$ cat src/hdl/phy_mgmt_pkg.sv
// constants, types and register map for the phy management register slice
// How it works
// - strap PHY address captured at reset, read-only
// - start bit launches cable test, self-clears
// - auto-run starts cable test on link loss
// - full soft reset restores core and registers
// - core-only reset keeps register contents, self-clears
// - link-up and link-down flags in bits 15,14
// - send-data state bit 13, link status 12
// - energy detect enable gates line energy monitor
// - sleep entry only while sleep permitted
// - strap-loaded auto mode picks power-up state
// - bit 4 request moves to standby, self-clears
// - bit 0 request moves to normal, self-clears
package phy_mgmt_pkg;
	localparam int ADDR_W = 12;
	localparam int DATA_W = 32;
	localparam int REG_W = 16;
	localparam int IDX_W = 10;
	localparam int ADDR_LSB = 2;
	localparam int PHY_ADDR_W = 5;

	// register indices; the byte address is four times the index
	localparam logic [IDX_W-1:0] IDX_STRAP_ADDR = 10'h019;
	localparam logic [IDX_W-1:0] IDX_CABLE_TEST = 10'h01e;
	localparam logic [IDX_W-1:0] IDX_SOFT_RESET = 10'h01f;
	localparam logic [IDX_W-1:0] IDX_LINK_FLAGS = 10'h180;
	localparam logic [IDX_W-1:0] IDX_LOW_POWER = 10'h18b;
	localparam logic [IDX_W-1:0] IDX_PWR_REQUEST = 10'h18c;
	localparam logic [IDX_W-1:0] IDX_IRQ_STATUS = 10'h190;
	localparam logic [IDX_W-1:0] IDX_IRQ_MASK = 10'h191;

	localparam int CT_START_BIT = 15;
	localparam int CT_AUTO_BIT = 14;
	localparam int CT_DONE_BIT = 1;
	localparam int CT_FAIL_BIT = 0;
	localparam int SR_FULL_BIT = 15;
	localparam int SR_CORE_BIT = 14;
	localparam logic [REG_W-1:0] SR_SPARE_MASK = 16'h3fdf;
	localparam int LS_UP_BIT = 15;
	localparam int LS_DOWN_BIT = 14;
	localparam int LS_SEND_BIT = 13;
	localparam int LS_STATUS_BIT = 12;
	localparam int LS_DESCR_BIT = 2;
	localparam int LS_LOC_BIT = 1;
	localparam int LS_REM_BIT = 0;
	localparam int LP_ED_BIT = 8;
	localparam int LP_SLEEP_BIT = 7;
	localparam int LP_AUTO_BIT = 6;
	localparam int LP_SPARE_W = 6;
	localparam int PM_STANDBY_BIT = 4;
	localparam int PM_NORMAL_BIT = 0;

	localparam int IRQ_W = 4;
	localparam int IRQ_DONE_BIT = 0;
	localparam int IRQ_FAIL_BIT = 1;
	localparam int IRQ_LINK_BIT = 2;
	localparam int IRQ_PWR_BIT = 3;

	localparam logic [REG_W-1:0] REG_RESET = 16'h0000;
	localparam logic [IRQ_W-1:0] IRQ_RESET = 4'h0;
	localparam logic [LP_SPARE_W-1:0] LP_SPARE_RESET = 6'h00;

	localparam int CLK_PERIOD_NS = 10;
	localparam int CORE_RESET_NS = 40;
	localparam int CNT_W = 3;
	localparam logic [CNT_W-1:0] CORE_RESET_CYCLES =
		CNT_W'((CORE_RESET_NS + CLK_PERIOD_NS - 1) / CLK_PERIOD_NS);

	typedef enum logic [0:0] {
		TDR_IDLE = 1'b0,
		TDR_RUN = 1'b1
	} tdr_state_t;
endpackage

$ cat src/hdl/phy_mgmt_control_status_regs.sv
// management register slice: straps, cable test, soft resets, link and power state
`timescale 1ns/1ps
module phy_mgmt_control_status_regs
	import phy_mgmt_pkg::*;
(
	input wire logic clk_i,
	input wire logic rst_i,
	input wire logic [ADDR_W-1:0] avs_address_i,
	input wire logic avs_read_i,
	input wire logic avs_write_i,
	input wire logic [DATA_W-1:0] avs_writedata_i,
	input wire logic [DATA_W/8-1:0] avs_byteenable_i,
	output logic [DATA_W-1:0] avs_readdata_o,
	output logic avs_waitrequest_o,
	input wire logic [PHY_ADDR_W-1:0] strap_phy_address_i,
	input wire logic strap_auto_mode_i,
	input wire logic link_up_i,
	input wire logic link_down_i,
	input wire logic send_data_i,
	input wire logic link_status_i,
	input wire logic descr_lock_i,
	input wire logic loc_rcvr_i,
	input wire logic rem_rcvr_i,
	input wire logic tdr_done_i,
	input wire logic tdr_fail_i,
	input wire logic sleep_request_i,
	output logic tdr_start_o,
	output logic core_reset_o,
	output logic line_energy_detect_enable_o,
	output logic sleep_allow_o,
	output logic sleep_enter_o,
	output logic power_normal_o,
	output logic irq_o
);
	typedef struct packed {
		logic waitreq;
		logic [DATA_W-1:0] rdata;
		logic [PHY_ADDR_W-1:0] phy_addr;
		logic ct_start;
		logic ct_auto;
		logic ct_done;
		logic ct_fail;
		tdr_state_t tdr;
		logic tdr_pulse;
		logic [REG_W-1:0] sr_spare;
		logic full_req;
		logic core_req;
		logic [CNT_W-1:0] core_cnt;
		logic core_rst;
		logic link_prev;
		logic [REG_W-1:0] link_flags;
		logic line_energy_detect_enable;
		logic sleep_en;
		logic auto_mode;
		logic [LP_SPARE_W-1:0] lp_spare;
		logic stby_req;
		logic norm_req;
		logic pwr_normal;
		logic sleep_enter;
		logic [IRQ_W-1:0] irq_stat;
		logic [IRQ_W-1:0] irq_mask;
		logic irq;
	} state_t;

	state_t state_reg;
	state_t state_next;

	logic [IDX_W-1:0] idx;
	logic wr_lo;
	logic wr_hi;
	logic [REG_W-1:0] wdata;
	logic [REG_W-1:0] rd_word;
	logic link_fell;
	logic launch;
	logic [IRQ_W-1:0] irq_event;
	logic [IRQ_W-1:0] irq_clear;

	assign idx = avs_address_i[ADDR_W-1:ADDR_LSB];
	assign wdata = avs_writedata_i[REG_W-1:0];
	// a write takes effect only at the edge where waitrequest is seen low
	assign wr_lo = avs_write_i & ~state_reg.waitreq & avs_byteenable_i[0];
	assign wr_hi = avs_write_i & ~state_reg.waitreq & avs_byteenable_i[1];
	assign link_fell = state_reg.link_prev & ~link_status_i;
	assign launch = state_reg.ct_start | (state_reg.ct_auto & link_fell);

	// read mux; unmapped indices read as zero
	always_comb begin
		rd_word = REG_RESET;
		unique case (idx)
			IDX_STRAP_ADDR: begin
				rd_word[PHY_ADDR_W-1:0] = state_reg.phy_addr;
			end
			IDX_CABLE_TEST: begin
				rd_word[CT_START_BIT] = state_reg.ct_start;
				rd_word[CT_AUTO_BIT] = state_reg.ct_auto;
				rd_word[CT_DONE_BIT] = state_reg.ct_done;
				rd_word[CT_FAIL_BIT] = state_reg.ct_fail;
			end
			IDX_SOFT_RESET: begin
				rd_word = state_reg.sr_spare & SR_SPARE_MASK;
				rd_word[SR_FULL_BIT] = state_reg.full_req;
				rd_word[SR_CORE_BIT] = state_reg.core_req;
			end
			IDX_LINK_FLAGS: begin
				rd_word = state_reg.link_flags;
			end
			IDX_LOW_POWER: begin
				rd_word[LP_SPARE_W-1:0] = state_reg.lp_spare;
				rd_word[LP_ED_BIT] = state_reg.line_energy_detect_enable;
				rd_word[LP_SLEEP_BIT] = state_reg.sleep_en;
				rd_word[LP_AUTO_BIT] = state_reg.auto_mode;
			end
			IDX_PWR_REQUEST: begin
				rd_word[PM_STANDBY_BIT] = state_reg.stby_req;
				rd_word[PM_NORMAL_BIT] = state_reg.norm_req;
			end
			IDX_IRQ_STATUS: begin
				rd_word[IRQ_W-1:0] = state_reg.irq_stat;
			end
			IDX_IRQ_MASK: begin
				rd_word[IRQ_W-1:0] = state_reg.irq_mask;
			end
			default: begin
				rd_word = REG_RESET;
			end
		endcase
	end

	always_comb begin
		state_next = state_reg;
		irq_event = IRQ_RESET;
		irq_clear = IRQ_RESET;

		// bus handshake: one wait cycle, then waitrequest low for one cycle
		state_next.waitreq = ~((avs_read_i | avs_write_i) & state_reg.waitreq);
		if (avs_read_i & state_reg.waitreq) begin
			state_next.rdata = {{(DATA_W-REG_W){1'b0}}, rd_word};
		end

		// live status copies
		state_next.link_prev = link_status_i;
		state_next.link_flags = REG_RESET;
		state_next.link_flags[LS_UP_BIT] = link_up_i;
		state_next.link_flags[LS_DOWN_BIT] = link_down_i;
		state_next.link_flags[LS_SEND_BIT] = send_data_i;
		state_next.link_flags[LS_STATUS_BIT] = link_status_i;
		state_next.link_flags[LS_DESCR_BIT] = descr_lock_i;
		state_next.link_flags[LS_LOC_BIT] = loc_rcvr_i;
		state_next.link_flags[LS_REM_BIT] = rem_rcvr_i;
		if (state_reg.link_prev != link_status_i) begin
			irq_event[IRQ_LINK_BIT] = 1'b1;
		end

		// core reset pulse; the request bit is visible for one cycle only
		state_next.core_req = 1'b0;
		state_next.full_req = 1'b0;
		if (state_reg.core_req | state_reg.full_req) begin
			state_next.core_cnt = CORE_RESET_CYCLES;
		end else if (state_reg.core_cnt != '0) begin
			state_next.core_cnt = state_reg.core_cnt - 1'b1;
		end

		// cable test sequencer
		state_next.tdr_pulse = 1'b0;
		if (state_reg.core_rst) begin
			// core reset aborts a running test, flags are register file
			state_next.tdr = TDR_IDLE;
			state_next.ct_start = 1'b0;
		end else if (launch) begin
			state_next.tdr = TDR_RUN;
			state_next.tdr_pulse = 1'b1;
			state_next.ct_start = 1'b0;
			state_next.ct_done = 1'b0;
			state_next.ct_fail = 1'b0;
		end else begin
			unique case (state_reg.tdr)
				TDR_IDLE: begin
					state_next.tdr = TDR_IDLE;
				end
				TDR_RUN: begin
					if (tdr_done_i) begin
						state_next.tdr = TDR_IDLE;
						state_next.ct_done = 1'b1;
						state_next.ct_fail = tdr_fail_i;
						irq_event[IRQ_DONE_BIT] = 1'b1;
						irq_event[IRQ_FAIL_BIT] = tdr_fail_i;
					end
				end
			endcase
		end

		// power mode requests apply one cycle after the write, then clear
		state_next.stby_req = 1'b0;
		state_next.norm_req = 1'b0;
		if (state_reg.stby_req) begin
			state_next.pwr_normal = 1'b0;
		end else if (state_reg.norm_req) begin
			state_next.pwr_normal = 1'b1;
		end
		if (state_next.pwr_normal != state_reg.pwr_normal) begin
			irq_event[IRQ_PWR_BIT] = 1'b1;
		end
		// sleep is never entered while permission is withheld
		state_next.sleep_enter = sleep_request_i & state_reg.sleep_en
			& state_reg.pwr_normal;

		// register writes; writing zero to a one-shot bit does nothing
		unique case (idx)
			IDX_CABLE_TEST: begin
				if (wr_hi) begin
					state_next.ct_auto = wdata[CT_AUTO_BIT];
					if (wdata[CT_START_BIT]) begin
						state_next.ct_start = 1'b1;
					end
				end
			end
			IDX_SOFT_RESET: begin
				if (wr_lo) begin
					state_next.sr_spare[REG_W/2-1:0] = wdata[REG_W/2-1:0]
						& SR_SPARE_MASK[REG_W/2-1:0];
				end
				if (wr_hi) begin
					state_next.sr_spare[REG_W-1:REG_W/2] = wdata[REG_W-1:REG_W/2]
						& SR_SPARE_MASK[REG_W-1:REG_W/2];
					state_next.full_req = wdata[SR_FULL_BIT];
					state_next.core_req = wdata[SR_CORE_BIT];
				end
			end
			IDX_LOW_POWER: begin
				if (wr_lo) begin
					state_next.sleep_en = wdata[LP_SLEEP_BIT];
					state_next.auto_mode = wdata[LP_AUTO_BIT];
					state_next.lp_spare = wdata[LP_SPARE_W-1:0];
				end
				if (wr_hi) begin
					state_next.line_energy_detect_enable = wdata[LP_ED_BIT];
				end
			end
			IDX_PWR_REQUEST: begin
				if (wr_lo) begin
					state_next.stby_req = wdata[PM_STANDBY_BIT];
					state_next.norm_req = wdata[PM_NORMAL_BIT];
				end
			end
			IDX_IRQ_STATUS: begin
				if (wr_lo) begin
					irq_clear = wdata[IRQ_W-1:0];
				end
			end
			IDX_IRQ_MASK: begin
				if (wr_lo) begin
					state_next.irq_mask = wdata[IRQ_W-1:0];
				end
			end
			default: begin
				state_next.irq_mask = state_next.irq_mask;
			end
		endcase

		// sticky status: a new event beats a simultaneous clear
		state_next.irq_stat = (state_reg.irq_stat & ~irq_clear) | irq_event;

		// full soft reset: register file back to defaults, straps re-read
		if (state_reg.full_req) begin
			state_next.phy_addr = strap_phy_address_i;
			state_next.ct_start = 1'b0;
			state_next.ct_auto = 1'b0;
			state_next.ct_done = 1'b0;
			state_next.ct_fail = 1'b0;
			state_next.tdr = TDR_IDLE;
			state_next.sr_spare = REG_RESET;
			state_next.line_energy_detect_enable = 1'b0;
			state_next.sleep_en = 1'b0;
			state_next.auto_mode = strap_auto_mode_i;
			state_next.lp_spare = LP_SPARE_RESET;
			state_next.stby_req = 1'b0;
			state_next.norm_req = 1'b0;
			state_next.pwr_normal = strap_auto_mode_i;
			state_next.irq_stat = IRQ_RESET;
			state_next.irq_mask = IRQ_RESET;
		end

		state_next.core_rst = (state_next.core_cnt != '0);
		state_next.irq = |(state_next.irq_stat & state_next.irq_mask);

		// power-on reset; straps are caught by this clocked path
		if (rst_i) begin
			state_next.waitreq = 1'b1;
			state_next.rdata = '0;
			state_next.phy_addr = strap_phy_address_i;
			state_next.ct_start = 1'b0;
			state_next.ct_auto = 1'b0;
			state_next.ct_done = 1'b0;
			state_next.ct_fail = 1'b0;
			state_next.tdr = TDR_IDLE;
			state_next.tdr_pulse = 1'b0;
			state_next.sr_spare = REG_RESET;
			state_next.full_req = 1'b0;
			state_next.core_req = 1'b0;
			state_next.core_cnt = '0;
			state_next.core_rst = 1'b0;
			state_next.link_prev = 1'b0;
			state_next.link_flags = REG_RESET;
			state_next.line_energy_detect_enable = 1'b0;
			state_next.sleep_en = 1'b0;
			state_next.auto_mode = strap_auto_mode_i;
			state_next.lp_spare = LP_SPARE_RESET;
			state_next.stby_req = 1'b0;
			state_next.norm_req = 1'b0;
			state_next.pwr_normal = strap_auto_mode_i;
			state_next.sleep_enter = 1'b0;
			state_next.irq_stat = IRQ_RESET;
			state_next.irq_mask = IRQ_RESET;
			state_next.irq = 1'b0;
		end
	end

	always_ff @(posedge clk_i) begin
		state_reg <= state_next;
	end

	assign avs_readdata_o = state_reg.rdata;
	assign avs_waitrequest_o = state_reg.waitreq;
	assign tdr_start_o = state_reg.tdr_pulse;
	assign core_reset_o = state_reg.core_rst;
	assign line_energy_detect_enable_o = state_reg.line_energy_detect_enable;
	assign sleep_allow_o = state_reg.sleep_en;
	assign sleep_enter_o = state_reg.sleep_enter;
	assign power_normal_o = state_reg.pwr_normal;
	assign irq_o = state_reg.irq;
endmodule

$ cat config.mk
export PLATFORM = sky130hd
export DESIGN_NAME = phy_mgmt_control_status_regs
export DESIGN_NICKNAME = d
export VERILOG_FILES = /design/src/hdl/phy_mgmt_pkg.sv /design/src/hdl/phy_mgmt_control_status_regs.sv
export SDC_FILE = /design/constraint.sdc
export NUM_CORES = 1
export LEC_CHECK = 0
export ABC_AREA = 1
export BUFFER_PORTS_ARGS = -buffer_cell sky130_fd_sc_hd__buf_4
export CAP_MARGIN = 20
export CORE_AREA = 2 2 85 87
export DETAILED_ROUTE_END_ITERATION = 8
export DIE_AREA = 0 0 87 89
export GPL_TIMING_DRIVEN = 0
export PLACE_DENSITY = 0.82
export REMOVE_ABC_BUFFERS = 1
export SYNTH_ARGS = -nofsm -noshare
export SYNTH_HDL_FRONTEND = slang
export SYNTH_SLANG_ARGS = --single-unit
$ cat constraint.sdc
create_clock -name clk_i -period 4.05 [get_ports clk_i]
set_input_delay 0 -clock clk_i [delete_from_list [all_inputs] [get_ports clk_i]]
set_output_delay 0 -clock clk_i [all_outputs]
set_load 0.05 [all_outputs]
==> key figures <==
Run status
  • Status: complete, no violations

Global route
  • Congestion Overflow GR: 0
  • First-pass GRT wire length: 15190 um
  • GRT Overall Usage: 0.2544
  • Vias in the first global route: roughly 3.3k
  • Initial antenna violation count: 0
  • Pin count of the biggest net entering global routing: 26

Synth
  • Post-synth cell types: 37
  • Number of synthesized flops with an enable pin: 6
  • Syn Area/Cell: 7.479 um^2
  • Cells after synthesis: 487
  • Top FF cell, synth: dfxtp_1
  • Synth Warn #: 0
  • Fraction of registers with async set/reset: 0
  • Yosys reg bits: 76
  • Synthesized area: 3642 um^2
  • Sequential-to-total area share from yosys stat: 0.4342

Clock network
  • Clk root buf: clkbuf_8
  • CTS buffer count: 9
  • Clock buffer depth: 2
  • Clk pin slew, worst setup/hold paths: 0.08 ns
  • CTS tree: done
  • Htree depth: 3
  • CTS Sinks: 76
  • PostCTS Resize Cnt: 0
  • Clk Latency, worst-skew pair: 0.36 ns

Placed design
  • Pre-CTS setup slack: 2.198 ns
  • Routability-driven placement congestion ratio: between 0.8 and 0.9
  • Placed Instances: 612
  • Dpl hpwl: approximately 6300 um
  • Port Buf Inserts: 71

Min path
  • Hold WC Path Type: input port to flop
  • Worst hold path depth: 2
  • Hold path start: rst_i
  • Worst hold endpoint: state_reg[22]

Layout
  • Share of layout cells above drive strength 1: 0.2021
  • Area grow syn2layout: 25.87%
  • Fillcell total: 533
  • Max reg flops: 52
  • Storage cell area: 1582 um^2
  • Nets: approximately 650
  • Diode count: 0
  • Non-filler cells, final: around 660
  • Multi-input logic area: approximately 1600 um^2

STA
  • Final setup viols: 0
  • Sum of negative setup slack: 0 ns
  • Final Cycle Share: 0.4709
  • Fmax: 524.3 MHz
  • Fin. max-slew vios: 0
  • Setup slack after layout: between 2 and 2.5 ns
  • Fin Clk Skew: 0.01262 ns
  • Rel. slew slack: 0.3676
  • Slew @ Worst Pin: between 0.9 and 1 ns
  • Unrepaired setup endpoints after global routing: no
  • Period minus WS final: 1.907 ns
  • Hold Vio Cnt, Final: 0

Routing
  • 1st-iter DRT viols: 198
  • Final ANT Viol Nets: 0
  • Vias per cell: 5.199
  • Drt pass-1 iters: 6
  • DR WL/cell: 13.95 um
  • DR DRC count: 0
  • Routed WL: 9261 um
  • Via Count: 3452

Worst setup path
  • R2r worst-path depth: 5
  • Crit path max fanout: 25
  • RR Endpoint: state_reg[19]
  • CP startpoint kind: flop
  • R2r setup slk: 2.14 ns
  • Crit end category: flop
  • Reg-to-reg critical path startpoint: state_reg[44]
  • Worst EP arrival: 2.02 ns
  • Critical path type: flop to flop
  • Req. time, crit path: 4.16 ns

Power and ir drop
  • Leak: 2.172 nW
  • Worst IR Drop VDD: 0.2456 mV
  • Power Dens Cells: 360.5 nW/um^2
  • Tot Pwr: roughly 1.7 mW

Floorplan
  • Die Span Y: roughly 89 um
  • Core ar.: approximately 6700 um^2
  • Ports: between 100 and 150
  • Die Area: 7743 um^2
  • Die X: 87 um
  • # rows: 30
  • Starting Density: 0.5421

Flow run
  • Max cap viols: 0
## critical path: stages, from the launching register on
cell,delay (ns)
dfxtp_1,0.33
nor2_1,0.36
buf_6,0.24
inv_1,0.41
nand2_1,0.23
o21ai_1,0.09
## logic make-up (layout without fill, tap and decap cells)
kind of cell               count (synthesis)  after routing  synth area share
and+or+nand+nor                          219            219            0.2717
buffers and inverters                    112            194            0.1536
DFF                                       76             76            0.4342
AOI/OAI and AO/OA                         74             74            0.1233
adders and majority gates                  4              4           0.01374
other                                      1             16          0.001030
xor gates and xnor gates                   1              1          0.002405
## layer usage
metal,vias to the layer above,routed length (um),GRT usage
li1,1689,-,-
met1,1598,3875,0.3002
met2,147,4694,0.4545
met3,18,491,0.03878
met4,0,199,0.1193
met5,-,0,0
## cells in the final DEF (no fill, tap or decap), types with 3 or more instances in the layout
cell type	netlist	routed
a211oi_2	4	4
buf_4	32	71
inv_1	66	66
a21oi_1	26	26
dfxtp_1	70	70
nor2_2	9	9
nor2_4	4	4
dlygate4sd3_1	0	36
nor3_1	11	11
a211oi_1	3	3
edfxtp_1	6	6
o22ai_1	7	7
o211ai_1	10	10
clkinv_2	1	3
clkbuf_8	0	10
nand3_1	22	22
nand2_2	4	4
o21ai_0	19	19
ha_1	4	4
nand4_1	4	4
conb_1	1	16
nor2_1	56	56
inv_2	3	3
nand2_1	100	100
## metrics by stage
step	hold slack (ns)	utilization	instance area [um^2]
2_1_floorplan	0.06907	-	3403
3_3_place_gp	0.2049	0.6007	4036
3_5_place_dp	0.2087	0.6024	4048
4_1_cts	0.001423	0.6823	4584
5_1_grt	0.007250	0.6823	4584
6_report	0.009536	0.6823	4584
## cell type report
class | count | area share
Clock buffer | 10 | 0.03002
Clock inverter | 6 | 0.008461
Inverter | 70 | 0.05759
Multi-Input combinational cell | 314 | 0.3398
Sequential cell | 76 | 0.3450
Tap cell | 80 | 0.02183
Timing Repair Buffer | 108 | 0.1973
## cell usage after synthesis, drive strengths merged (4+ instances only)
cell | n | area (um^2)
nand2 | 106 | 422.9
nor3 | 11 | 55.05
dfxtp | 70 | 1401
buf | 34 | 265.3
a211oi | 7 | 72.57
nand4 | 4 | 25.02
clkbuf | 8 | 30.03
o21ai | 22 | 113.9
o211ai | 10 | 75.07
nor2 | 70 | 331.6
ha | 4 | 50.05
a21oi | 26 | 130.1
inv | 69 | 259.0
edfxtp | 6 | 180.2
nand3 | 24 | 130.1
o22ai | 7 | 43.79
## how the worst max path moves through the flow
| stage | startpoint | to | slack [ns] |
|---|---|---|---|
| 3_5_place_dp | state_reg[44] | state_reg[19] | 2.20 |
| 5_1_grt | state_reg[44] | state_reg[19] | 1.97 |
| 4_1_cts | state_reg[44] | state_reg[19] | 2.20 |
| 2_1_floorplan | state_reg[44] | state_reg[19] | 2.12 |
| 3_3_place_gp | state_reg[44] | state_reg[19] | 1.43 |
| 6_report | state_reg[44] | state_reg[19] | 2.14 |
## timing repair
action                                 4_1_cts  5_1_grt
hold buffers                                36        0
endpoints found under the hold margin       42        0
buffers inserted                             0        0
## power breakdown
group          switching (mW)  leakage [nW]  internal (mW)
combinational           0.200          1.45          0.114
sequential             0.0203         0.627          0.792
clock                   0.288        0.0901          0.238
total                   0.508          2.17           1.14
Power figures use the tool's default switching activity.
